`src/hdl/nibble_swap_xor_pkg.sv`:
```
package nibble_swap_xor_pkg;
  localparam int DATA_W = 8;
  localparam int ADDR_W = 5;
  localparam logic [DATA_W-1:0] W_RESET = 8'h00;
  localparam logic Z_RESET = 1'b0;
  localparam logic DEST_W = 1'b0;
  localparam logic DEST_F = 1'b1;
  typedef enum logic [1:0] {
    op_none,
    nibble_swap_op,
    xor_literal_op,
    xor_file_op
  } op_e;
endpackage

```
`src/hdl/nibble_swap_xor_exec.sv`:
```
`timescale 1ns/1ps
`default_nettype none
module nibble_swap_xor_exec
  import nibble_swap_xor_pkg::*;
(
  input  wire logic              i_mclk,
  input  wire logic              i_reset,
  input  wire op_e               i_op,
  input  wire logic              i_dest,
  input  wire logic [ADDR_W-1:0] i_faddr,
  input  wire logic [DATA_W-1:0] i_fdata,
  input  wire logic [DATA_W-1:0] i_literal,
  output logic      [DATA_W-1:0] o_w,
  output logic                   o_zero,
  output logic                   o_fwrite,
  output logic      [ADDR_W-1:0] o_fwaddr,
  output logic      [DATA_W-1:0] o_fwdata
);
  logic [DATA_W-1:0] result;
  logic              to_file;
  logic              writes_w;

  always_comb begin
    result = o_w;
    unique case (i_op)
      nibble_swap_op: result = {i_fdata[3:0], i_fdata[7:4]};
      xor_literal_op: result = o_w ^ i_literal;
      xor_file_op:    result = o_w ^ i_fdata;
      op_none:        result = o_w;
    endcase
  end

  // Literal form has no file destination, so dest is ignored there
  assign to_file  = (i_op == nibble_swap_op || i_op == xor_file_op) && i_dest == DEST_F;
  assign writes_w = i_op != op_none && !to_file;

  always_ff @(posedge i_mclk) begin
    if (i_reset) begin
      o_w <= W_RESET;
    end else if (writes_w) begin
      o_w <= result;
    end
  end

  always_ff @(posedge i_mclk) begin
    if (i_reset) begin
      o_zero <= Z_RESET;
    end else if (i_op == xor_literal_op || i_op == xor_file_op) begin
      o_zero <= (result == '0);
    end
  end

  // Write port registered; the register file commits one cycle later
  always_ff @(posedge i_mclk) begin
    if (i_reset) begin
      o_fwrite <= 1'b0;
      o_fwaddr <= '0;
      o_fwdata <= '0;
    end else begin
      o_fwrite <= to_file;
      o_fwaddr <= i_faddr;
      o_fwdata <= result;
    end
  end
endmodule
`default_nettype wire

```
`config.mk`:
```
export PLATFORM = sky130hd
export DESIGN_NAME = nibble_swap_xor_exec
export DESIGN_NICKNAME = d
export VERILOG_FILES = /design/src/hdl/nibble_swap_xor_pkg.sv /design/src/hdl/nibble_swap_xor_exec.sv
export SDC_FILE = /design/constraint.sdc
export NUM_CORES = 1
export LEC_CHECK = 0
export ABC_CLOCK_PERIOD_IN_PS = 1800
export BUFFER_PORTS_ARGS = -buffer_cell sky130_fd_sc_hd__buf_2
export CAP_MARGIN = 10
export CORE_ASPECT_RATIO = 0.75
export CORE_MARGIN = 2
export CORE_UTILIZATION = 48
export CTS_BUF_LIST = sky130_fd_sc_hd__clkbuf_8
export CTS_CLUSTER_SIZE = 30
export DETAILED_ROUTE_END_ITERATION = 6
export GPL_ROUTABILITY_DRIVEN = 1
export HOLD_SLACK_MARGIN = 0.1
export PLACE_DENSITY = 0.8
export SETUP_SLACK_MARGIN = 0.15
export SKIP_LAST_GASP = 1
export SYNTH_ARGS = -nofsm -noshare
export SYNTH_HDL_FRONTEND = slang
export SYNTH_SLANG_ARGS = --single-unit
```
`constraint.sdc`:
```
create_clock -name i_mclk -period 1.8 [get_ports i_mclk]
set_clock_uncertainty 0.15 [all_clocks]
set_input_delay 0.27 -clock i_mclk [delete_from_list [all_inputs] [get_ports i_mclk]]
set_output_delay 0.27 -clock i_mclk [all_outputs]
set_load 0.005 [all_outputs]
```
==> metrics.yaml, run 1 <==
setup_path:
  cp-start-kind: "register"
  cpMaxStageDelayCell: "dfxtp_1"
  path_delay_family: "compound AO/OA/AOI/OAI gates"
  crit_chain: "a211o_1 -> o21ai_0 -> a21oi_1 -> nor4_1 -> a41o_1"
  required_ns: 1.86
  arrival_ns: 1.59
  path_max_fanout: 4
  worst-path-buf-inv: 0
  worstSetupPathType: "register to register"
  critPathMaxStageDelay_ns: 0.36
  critPathCaptureType: "register"
clocking:
  postCtsSetupBuffers: 0
  clockRootBuffer: "clkbuf_8"
  cts.sinks: 23
  cts_tree: "done"
  clkTransAtPathRegs_ns: 0.08
  cts_buffers: 3
  clockBufferDepth: 2
  clock_latency_ns: 0.26
  ctsHtreeMaxLevel: 1
timing:
  fmax_mhz: 654
  worst_pin_slew_ns: 0.344
  slew_headroom_pct: 77.1
  timing.final.crit_share_pct: 85.0
  hold_violations: 0
  fin_hold_ws_ns: 0.121
  finalCriticalPeriod_ns: 1.53
  slew_violations: 0
  setup_viol_count_final: 0
  rsz0062_at_grt: "no"
yosys:
  synthFlopType: "dfxtp_1"
  synth_area_per_cell_um2: 9.86
  ys_types: 23
  synth-seq-cells: 23
  async_flop_share_pct: 0
  ys_seq_area_share_pct: 40.3
  synth_edf_count: 0
  syn_nets: 142
  syn_area_um2: 1140
  synth_warnings: 0
  syn_inst: 116
die:
  fp.dieW_um: 60.4
  pin_count: 49
  die_y_um: 46.3
  die_area_um2: 2790
  rows: 15
  initial_core_util_pct: 50.4
  core_region_area_um2: 2270
finish:
  fill_cells: 200
  drive_above_1_share_pct: 36.8
  final_cells: 208
  diodes: 0
  num-nets-final: 201
  layout-area-overhead-vs-synth_pct: 34.2
routing:
  vias: 1051
  drc: 0
  drtIter0Drc: 26
  drtPass1Iterations: 4
  detail_route.wl_per_cell_um: 13.3
  routed_wl_um: 2770
  drtAntennaViolNets: 0
  viasPerCell: 5.05
grt:
  grt_max_degree: 18
  antenna_found_initial: 0
  grt_pass1_wl_um: 4310
  grt_pass1_vias: 968
  grt_overflow_total: 0
  track_usage_pct: 21.3
run:
  maxCapViolCount: 0
placement:
  place.gp.congestion: 0.779
  dp_cells: 200
  port_buffers: 48
  hpwlAfterDp_um: 2010
worst_hold_path:
  hold_path.class: "primary input to register"
power:
  powerDensity_nw_per_um2: 764
  p_leak_uw: 0.000780
  vdd_drop_max_mv: 0.392
run_status:
  status: "completed"
-- worst reg2reg max path: stages, from the launching register on --
cell and delay (ns):
dfxtp_1 0.36, a211o_1 0.28, o21ai_0 0.10, a21oi_1 0.11
nor4_1 0.29, a41o_1 0.20
-- synthesized netlist by cell type (all sizes together) (2+ instances only) --
master  count  area [um^2]
nor4        2         12.5
nor2        9         33.8
o21ai       8         40.0
a211o       8         70.1
or2b        5         37.5
nand2b      4         27.5
a21oi       8         40.0
and2        8         51.3
nor2b       5         31.3
dfxtp      23          460
buf         6         62.6
mux2i      24          240
-- state kept, by name, summed over array words and instances, names as in the netlist --
register	cells
o_fwdata	8
o_fwrite	1
o_w	8
o_fwaddr	5
o_zero	1
-- area by class of cell --
type / count / area (um^2) / share of cell area, %
clock buffers: 3 / 41.3 / 2.69
clock inverters: 1 / 5.00 / 0.326
inverters: 1 / 3.75 / 0.244
multi-input cells: 85 / 619 / 40.3
flip-flops and latches: 23 / 460 / 30.0
well taps: 34 / 42.5 / 2.77
repair buffers: 61 / 363 / 23.6
-- timing repair --
action | CTS | global route
hold buffers | 4 | 0
resized for setup | 0 | 2
endpoints found under the setup margin | 0 | 1
hold endpoints to repair | 4 | 0
-- path summary, 6_finish.rpt --
check	start	end	slack [ns]	depth (start not counted)
max	o_w[4]	o_zero	0.27	5
min	i_dest	o_fwrite	0.12	3
min reg2reg	o_w[5]	o_w[5]	0.42	2
max reg2reg	o_w[4]	o_zero	0.27	5
-- power breakdown --
| group | switching, uW | internal, uW |
|---|---|---|
| sequential | 27.9 | 550 |
| combinational | 129 | 154 |
| clock | 158 | 154 |
-- metal layers --
| layer | track usage [%] | vias to the layer above | wire [um] |
|---|---|---|---|
| met3 | 4.78 | 4 | 180 |
| met1 | 25.9 | 480 | 1250 |
| met5 | 0 | - | 0 |
| met2 | 37.6 | 43 | 1310 |
| li1 | - | 524 | - |
| met4 | 6.67 | 0 | 23 |
-- cells in the final DEF, fill, tap and decap left out --
| cell | count |
|---|---|
| nor2_1 | 9 |
| nor4_1 | 1 |
| nor4_2 | 1 |
| a21oi_1 | 8 |
| clkbuf_4 | 1 |
| and2_2 | 1 |
| a41o_1 | 1 |
| a211o_1 | 8 |
| nor3b_1 | 1 |
| o21ai_0 | 8 |
| o21a_1 | 1 |
| mux2i_1 | 24 |
| inv_1 | 1 |
| clkinv_2 | 1 |
| nor2b_1 | 5 |
| and2_1 | 7 |
| nand2b_2 | 1 |
| buf_2 | 47 |
| or2b_1 | 5 |
| dfxtp_1 | 23 |
| buf_4 | 8 |
| buf_12 | 1 |
| nand2b_1 | 3 |
| clkbuf_8 | 3 |
| nand2_1 | 1 |
| dlygate4sd3_1 | 4 |
-- cell families after synthesis --
| kind of cell | count (synthesis) | synth area share (%) |
|---|---|---|
| multiplexers | 24 | 21.0 |
| flip-flops | 23 | 40.3 |
| buffers and inverters | 8 | 6.13 |
| AND/OR/NAND/NOR | 35 | 17.9 |
| AO/OA/AOI/OAI | 26 | 14.7 |
-- per-stage QoR --
stage	area, um^2	TNS (ns)	power (uW)	utilization (%)	setup slack (ns)
after CTS	1530	0	1170	67.2	0.217
after global placement	1440	0	847	63.4	0.00970
after detailed placement	1440	-0.0613	859	63.4	-0.0613
after global routing	1540	0	1240	67.6	0.168
after floorplan	1140	0	743	-	0.293
final	1540	0	1170	67.6	0.270
No activity file was read; power rests on OpenSTA's default activity.
==> inputs of run 2 (changes only) <==
--- a/config.mk
+++ b/config.mk
@@ -17,7 +17,7 @@
 export GPL_ROUTABILITY_DRIVEN = 1
 export HOLD_SLACK_MARGIN = 0.1
 export PLACE_DENSITY = 0.8
-export SETUP_SLACK_MARGIN = 0.15
+export SETUP_SLACK_MARGIN = 0.5
 export SKIP_LAST_GASP = 1
 export SYNTH_ARGS = -nofsm -noshare
 export SYNTH_HDL_FRONTEND = slang
==> metrics.yaml, run 2 (same netlist as run 1, synthesis figures left out) <==
clocking:
  cts_buffers: 3  # unchanged
  ctsHtreeMaxLevel: 1  # unchanged
  cts.sinks: 23  # unchanged
  clockBufferDepth: 2  # unchanged
  clockRootBuffer: "clkbuf_8"
  clock_latency_ns: 0.26  # about the same
  cts_tree: "done"
  clkTransAtPathRegs_ns: 0.08  # about the same
timing:
  timing.final.crit_share_pct: 78.3  # -6.7 points
  rsz0062_at_grt: "yes"
  fin_ws_ns: 0.391  # +0.121 ns
  fin_hold_ws_ns: 0.109  # -0.0118 ns
  finalCriticalPeriod_ns: 1.41  # -0.121 ns
  slew_headroom_pct: 83.9  # +6.8 points
  hold_violations: 0  # unchanged
  fmax_mhz: 710  # +8.6%
  worst_pin_slew_ns: 0.240  # -0.104 ns
  setup_viol_count_final: 0  # unchanged
  slew_violations: 0  # unchanged
routing:
  vias: 1125  # +7.0%
  drc: 0  # unchanged
  drtAntennaViolNets: 0  # unchanged
  routed_wl_um: 3070  # +11%
  drtPass1Iterations: 4  # unchanged
  drtIter0Drc: 24  # -7.7%
  viasPerCell: 5.21  # +3.1%
  detail_route.wl_per_cell_um: 14.2  # +6.8%
die:
  rows: 15  # unchanged
  fp.dieW_um: 60.4  # unchanged
  initial_core_util_pct: 50.4  # unchanged
  pin_count: 49  # unchanged
  core_region_area_um2: 2270  # unchanged
  die_area_um2: 2790  # unchanged
  die_y_um: 46.3  # unchanged
finish:
  diodes: 0  # unchanged
  layout_commonest_cell: "buf_2"
  fill_cells: 158  # -21%
  drive_above_1_share_pct: 52.2  # +15 points
  reg.largest.list: "o_fwdata: 8 flops, o_w: 8 flops, o_fwaddr: 5 flops"
  layout-area-overhead-vs-synth_pct: 49.3
  num-nets-final: 209  # +4.0%
  mostFrequentLayoutCells: "buf_2 (46), mux2i_1 (23), dfxtp_1 (15)"
  postLayoutCoreUtil_pct: 75.2  # +7.6 points
setup_path:
  cp-start-kind: "register"
  worstSetupPathType: "register to register"
  critPathCaptureType: "register"
  path_max_fanout: 3  # -1
  arrival_ns: 1.47  # -0.12 ns
  required_ns: 1.86  # about the same
placement:
  hpwlAfterDp_um: 2060  # +2.5%
  port_buffers: 48  # unchanged
  place.gp.congestion: 0.791  # +1.6%
  dp_slack_ns: -0.0606  # +0.000732 ns
grt:
  busiest_layer: "met2"
  use_met1_pct: 26.1  # +0.18 points
  grt_pass1_vias: 1077  # +11%
  antenna_found_initial: 0  # unchanged
  grt_max_degree: 23  # +5
  grtUsageMet3_pct: 5.90  # +1.1 points
  grt_overflow_total: 0  # unchanged
  track_usage_pct: 23.0  # +1.7 points
  grt_pass1_wl_um: 4650  # +7.8%
  gr-usage-met2_pct: 41.5  # +3.9 points
power:
  p_total_uw: 1240  # +5.9%
  powerDensity_nw_per_um2: 728  # -4.8%
  vdd_drop_max_mv: 0.385  # -2.0%
  p_leak_uw: 0.000846  # +8.4%
run:
  maxCapViolCount: 0  # unchanged
worst_hold_path:
  hold_path.class: "primary input to register"
run_status:
  status: "completed"
-- run 2: cell types whose count changed in the layout (fill, tap and decap cells not counted), moves of 6 or more --
cell	delta
o21ai_0	-7
buf_4	+6
a21oi_2	+8
dfxtp_1	-8
a21oi_1	-8
-- run 2: area by class of cell --
cell class | instances | area [um^2] | area share, %
Clock buffer | 3 | 41.3 | 2.42
Multi-Input combinational cell | 85 | 682 | 39.9
Clock inverter | 1 | 5.00 | 0.293
Tap cell | 34 | 42.5 | 2.49
Sequential cell | 23 | 478 | 28.0
Inverter | 1 | 3.75 | 0.220
Timing Repair Buffer | 69 | 455 | 26.7
-- run 2: worst max-delay path: stages, from the launching register on --
cell,delay [ns]
dfxtp_4,0.37
buf_6,0.10
mux2i_2,0.21
a21oi_2,0.09
nor4_2,0.27
a41o_1,0.17
-- run 2: metrics by stage --
| stage | cells | instance area (um^2) | TNS [ns] |
|---|---|---|---|
| floorplan | 116 | 1150 | 0 |
| detailed placement | 202 | 1460 | -0.0981 |
| global route | 216 | 1710 | 0 |
| finish | 216 | 1710 | 0 |
| CTS | 216 | 1640 | 0 |
| global placement | 202 | 1460 | 0 |
-- run 2: worst paths after layout --
path / startpoint / to / slack (ns) / cells after the start
max: o_w[2] / o_zero / 0.39 / 5
min: i_dest / o_fwrite / 0.11 / 3
max reg2reg: o_w[2] / o_zero / 0.39 / 5
min reg2reg: o_w[0] / o_w[0] / 0.39 / 2
-- run 2: per-layer routing --
| metal | vias up | wire length [um] |
|---|---|---|
| met2 | 42 | 1580 |
| met4 | 0 | 54 |
| li1 | 543 | - |
| met5 | - | 0 |
| met1 | 534 | 1260 |
| met3 | 6 | 170 |
-- run 2: what timing repair did --
action	4_1_cts	5_1_grt
buffers inserted	5	0
endpoints found under the setup margin	16	14
pin swaps	8	8
hold buffers	5	0
resized for setup	21	22
hold endpoints to repair	5	0
-- run 2: where the power goes --
group	total [uW]	leakage [uW]	internal, uW	switching, uW
sequential	579	0.000194	553	26.0
combinational	357	0.000626	196	161
clock	306	0.0000255	154	152
total	1240	0.000846	903	339
==> inputs of run 3 (changes only) <==
--- a/config.mk
+++ b/config.mk
@@ -5,7 +5,7 @@
 export SDC_FILE = /design/constraint.sdc
 export NUM_CORES = 1
 export LEC_CHECK = 0
-export ABC_CLOCK_PERIOD_IN_PS = 1800
+export ABC_CLOCK_PERIOD_IN_PS = 1300
 export BUFFER_PORTS_ARGS = -buffer_cell sky130_fd_sc_hd__buf_2
 export CAP_MARGIN = 10
 export CORE_ASPECT_RATIO = 0.75
==> constraint.sdc (replaced) <==
create_clock -name i_mclk -period 1.3 [get_ports i_mclk]
set_clock_uncertainty 0.15 [all_clocks]
set_input_delay 0.195 -clock i_mclk [delete_from_list [all_inputs] [get_ports i_mclk]]
set_output_delay 0.195 -clock i_mclk [all_outputs]
set_load 0.005 [all_outputs]
==> metrics.yaml, run 3 (same netlist as run 1, synthesis figures left out) <==
run_status:
  status: "finished, violations left"
  violations: "hold timing, setup timing"
clocking:
  clock_latency_ns: 0.26  # about the same
  cts_tree: "done"
  cts.sinks: 23  # unchanged
  clockBufferDepth: 2  # unchanged
  clkTransAtPathRegs_ns: 0.08  # about the same
  clockRootBuffer: "clkbuf_8"
  cts_buffers: 3  # unchanged
  ctsHtreeMaxLevel: 1  # unchanged
power:
  swShare_pct: 27.4  # +0.12 points
  p_total_uw: 1810  # +45%
  p_leak_uw: 0.000897  # +6.1%
  pwr-share-comb_pct: 31.1  # +2.3 points
  vdd_drop_max_mv: 0.995  # +160%
  p_seq_share_pct: 44.6  # -2.0 points
  pwr-share-clk_pct: 24.3  # -0.3 points
  powerDensity_nw_per_um2: 1010  # +39%
  p_int_uw: 1310  # +45%
  p_sw_uw: 495  # +46%
routing:
  top_layer: "met4"
  met2_length_um: 1630  # +2.8%
  wl_met3_um: 207  # +22%
  drc: 0  # unchanged
  routed_wl_um: 3100  # +0.78%
  drt-met1-wl_um: 1190  # -5.7%
  detail_route.wl_per_cell_um: 13.7  # -3.7%
  viasPerCell: 5.09  # -2.2%
  drtIter0Drc: 67  # +180%
  drtAntennaViolNets: 0  # unchanged
  drtPass1Iterations: 4  # unchanged
  vias: 1151  # +2.3%
placement:
  port_buffers: 48  # unchanged
  dp_cells: 212  # +5.0%
  placed_area_um2: 1530  # +5.2%
  hpwlAfterDp_um: 2210  # +7.6%
  place.gp.congestion: 0.714  # -9.8%
grt:
  antenna_found_initial: 0  # unchanged
  grt_max_degree: 25  # +8.7%
  grt_pass1_wl_um: 4690  # +0.75%
  grt_overflow_total: 0  # unchanged
  track_usage_pct: 23.6  # +0.60 points
  grt_pass1_vias: 1071  # -0.56%
finish:
  final_design_area_no_fill_um2: 1790  # +4.8%
  layout_commonest_cell: "buf_2"
  fill_cells: 162  # +2.5%
  reg.largest.list: "o_fwdata: 8 flops, o_w: 8 flops, o_fwaddr: 5 flops"
  mostFrequentLayoutCells: "buf_2 (41), buf_4 (23), mux2i_1 (21)"
  multi_input_area_um2: 666  # -2.4%
  diodes: 0  # unchanged
  num-nets-final: 219  # +4.8%
  seq_area_um2: 478  # unchanged
  layout-area-overhead-vs-synth_pct: 56.6
  drive_above_1_share_pct: 55.2  # +3.0 points
  postLayoutCoreUtil_pct: 78.8  # +3.6 points
  final_cells: 226  # +4.6%
timing:
  rsz0062_at_grt: "yes"
  fin_hold_ws_ns: -0.0183  # -0.127 ns
  hold_violations: 4  # +4
  fmax_mhz: 714  # +0.63%
  setup_viol_count_final: 7  # +7
  finalCriticalPeriod_ns: 1.40  # -0.00879 ns
  slew_violations: 0  # unchanged
  slew_headroom_pct: 83.9  # about the same
  worst_pin_slew_ns: 0.235  # -0.00518 ns
  timing.final.crit_share_pct: 108  # +29 points
  fin_ws_ns: -0.100  # -0.491 ns
setup_path:
  cp-start-kind: "register"
  required_ns: 1.36  # -0.50 ns
  critPathCaptureType: "register"
  arrival_ns: 1.46  # about the same
  path_max_fanout: 3  # unchanged
  worstSetupPathType: "register to register"
die:
  fp.dieW_um: 60.4  # unchanged
  core_region_area_um2: 2270  # unchanged
  die_area_um2: 2790  # unchanged
  rows: 15  # unchanged
  die_y_um: 46.3  # unchanged
  pin_count: 49  # unchanged
  initial_core_util_pct: 50.4  # unchanged
run:
  maxCapViolCount: 0  # unchanged
worst_hold_path:
  hold_path.class: "primary input to register"
[run 3: repair_timing]
action,CTS,global route
endpoints found under the hold margin,10,9
setup endpoints to repair,41,40
pin swaps,14,4
gates resized for setup,37,10
buffers inserted,7,3
[run 3: path summary, 6_finish.rpt]
kind / startpoint / endpoint / slack [ns] / depth (start not counted)
setup reg to reg: o_w[7] / o_zero / -0.10 / 5
setup / recovery: o_w[7] / o_zero / -0.10 / 5
hold / removal: i_faddr[2] / o_fwaddr[2] / -0.02 / 2
hold reg to reg: o_w[2] / o_w[2] / 0.38 / 2
[run 3: per-stage QoR]
stage | TNS (ns) | setup WS [ns] | hold slack, ns
2_1_floorplan | -0.122 | -0.122 | 0.117
3_3_place_gp | -4.73 | -0.400 | 0.253
3_5_place_dp | -5.63 | -0.494 | 0.259
4_1_cts | -0.175 | -0.111 | -0.0176
5_1_grt | -0.864 | -0.144 | -0.0169
6_report | -0.227 | -0.100 | -0.0183
[run 3: cell type report]
cell class	instances	share of cell area [%]
Tap cell	34	2.38
Sequential cell	23	26.7
Multi-Input combinational cell	85	37.2
Clock inverter	1	0.210
Clock buffer	3	2.31
Timing Repair Buffer	79	31.0
Inverter	1	0.210
[run 3: layer usage]
layer / global-route usage [%] / vias up
met5: 0 / -
met4: 9.78 / 0
met3: 7.87 / 10
met2: 43.0 / 48
met1: 25.1 / 530
li1: - / 563
[run 3: power groups by stage]
stage	Clock [uW]	Combinational, uW	Sequential (uW)
2_1_floorplan	0	216	818
3_3_place_gp	0	411	810
3_5_place_dp	0	430	811
4_1_cts	447	519	803
5_1_grt	483	606	813
6_report	439	562	805
[run 3: worst max-delay path: stages, from the launching register on]
cell     delay, ns
dfxtp_2       0.34
a211o_1       0.24
o21ai_2       0.08
a21oi_2       0.06
nor4_1        0.28
a41o_1        0.20
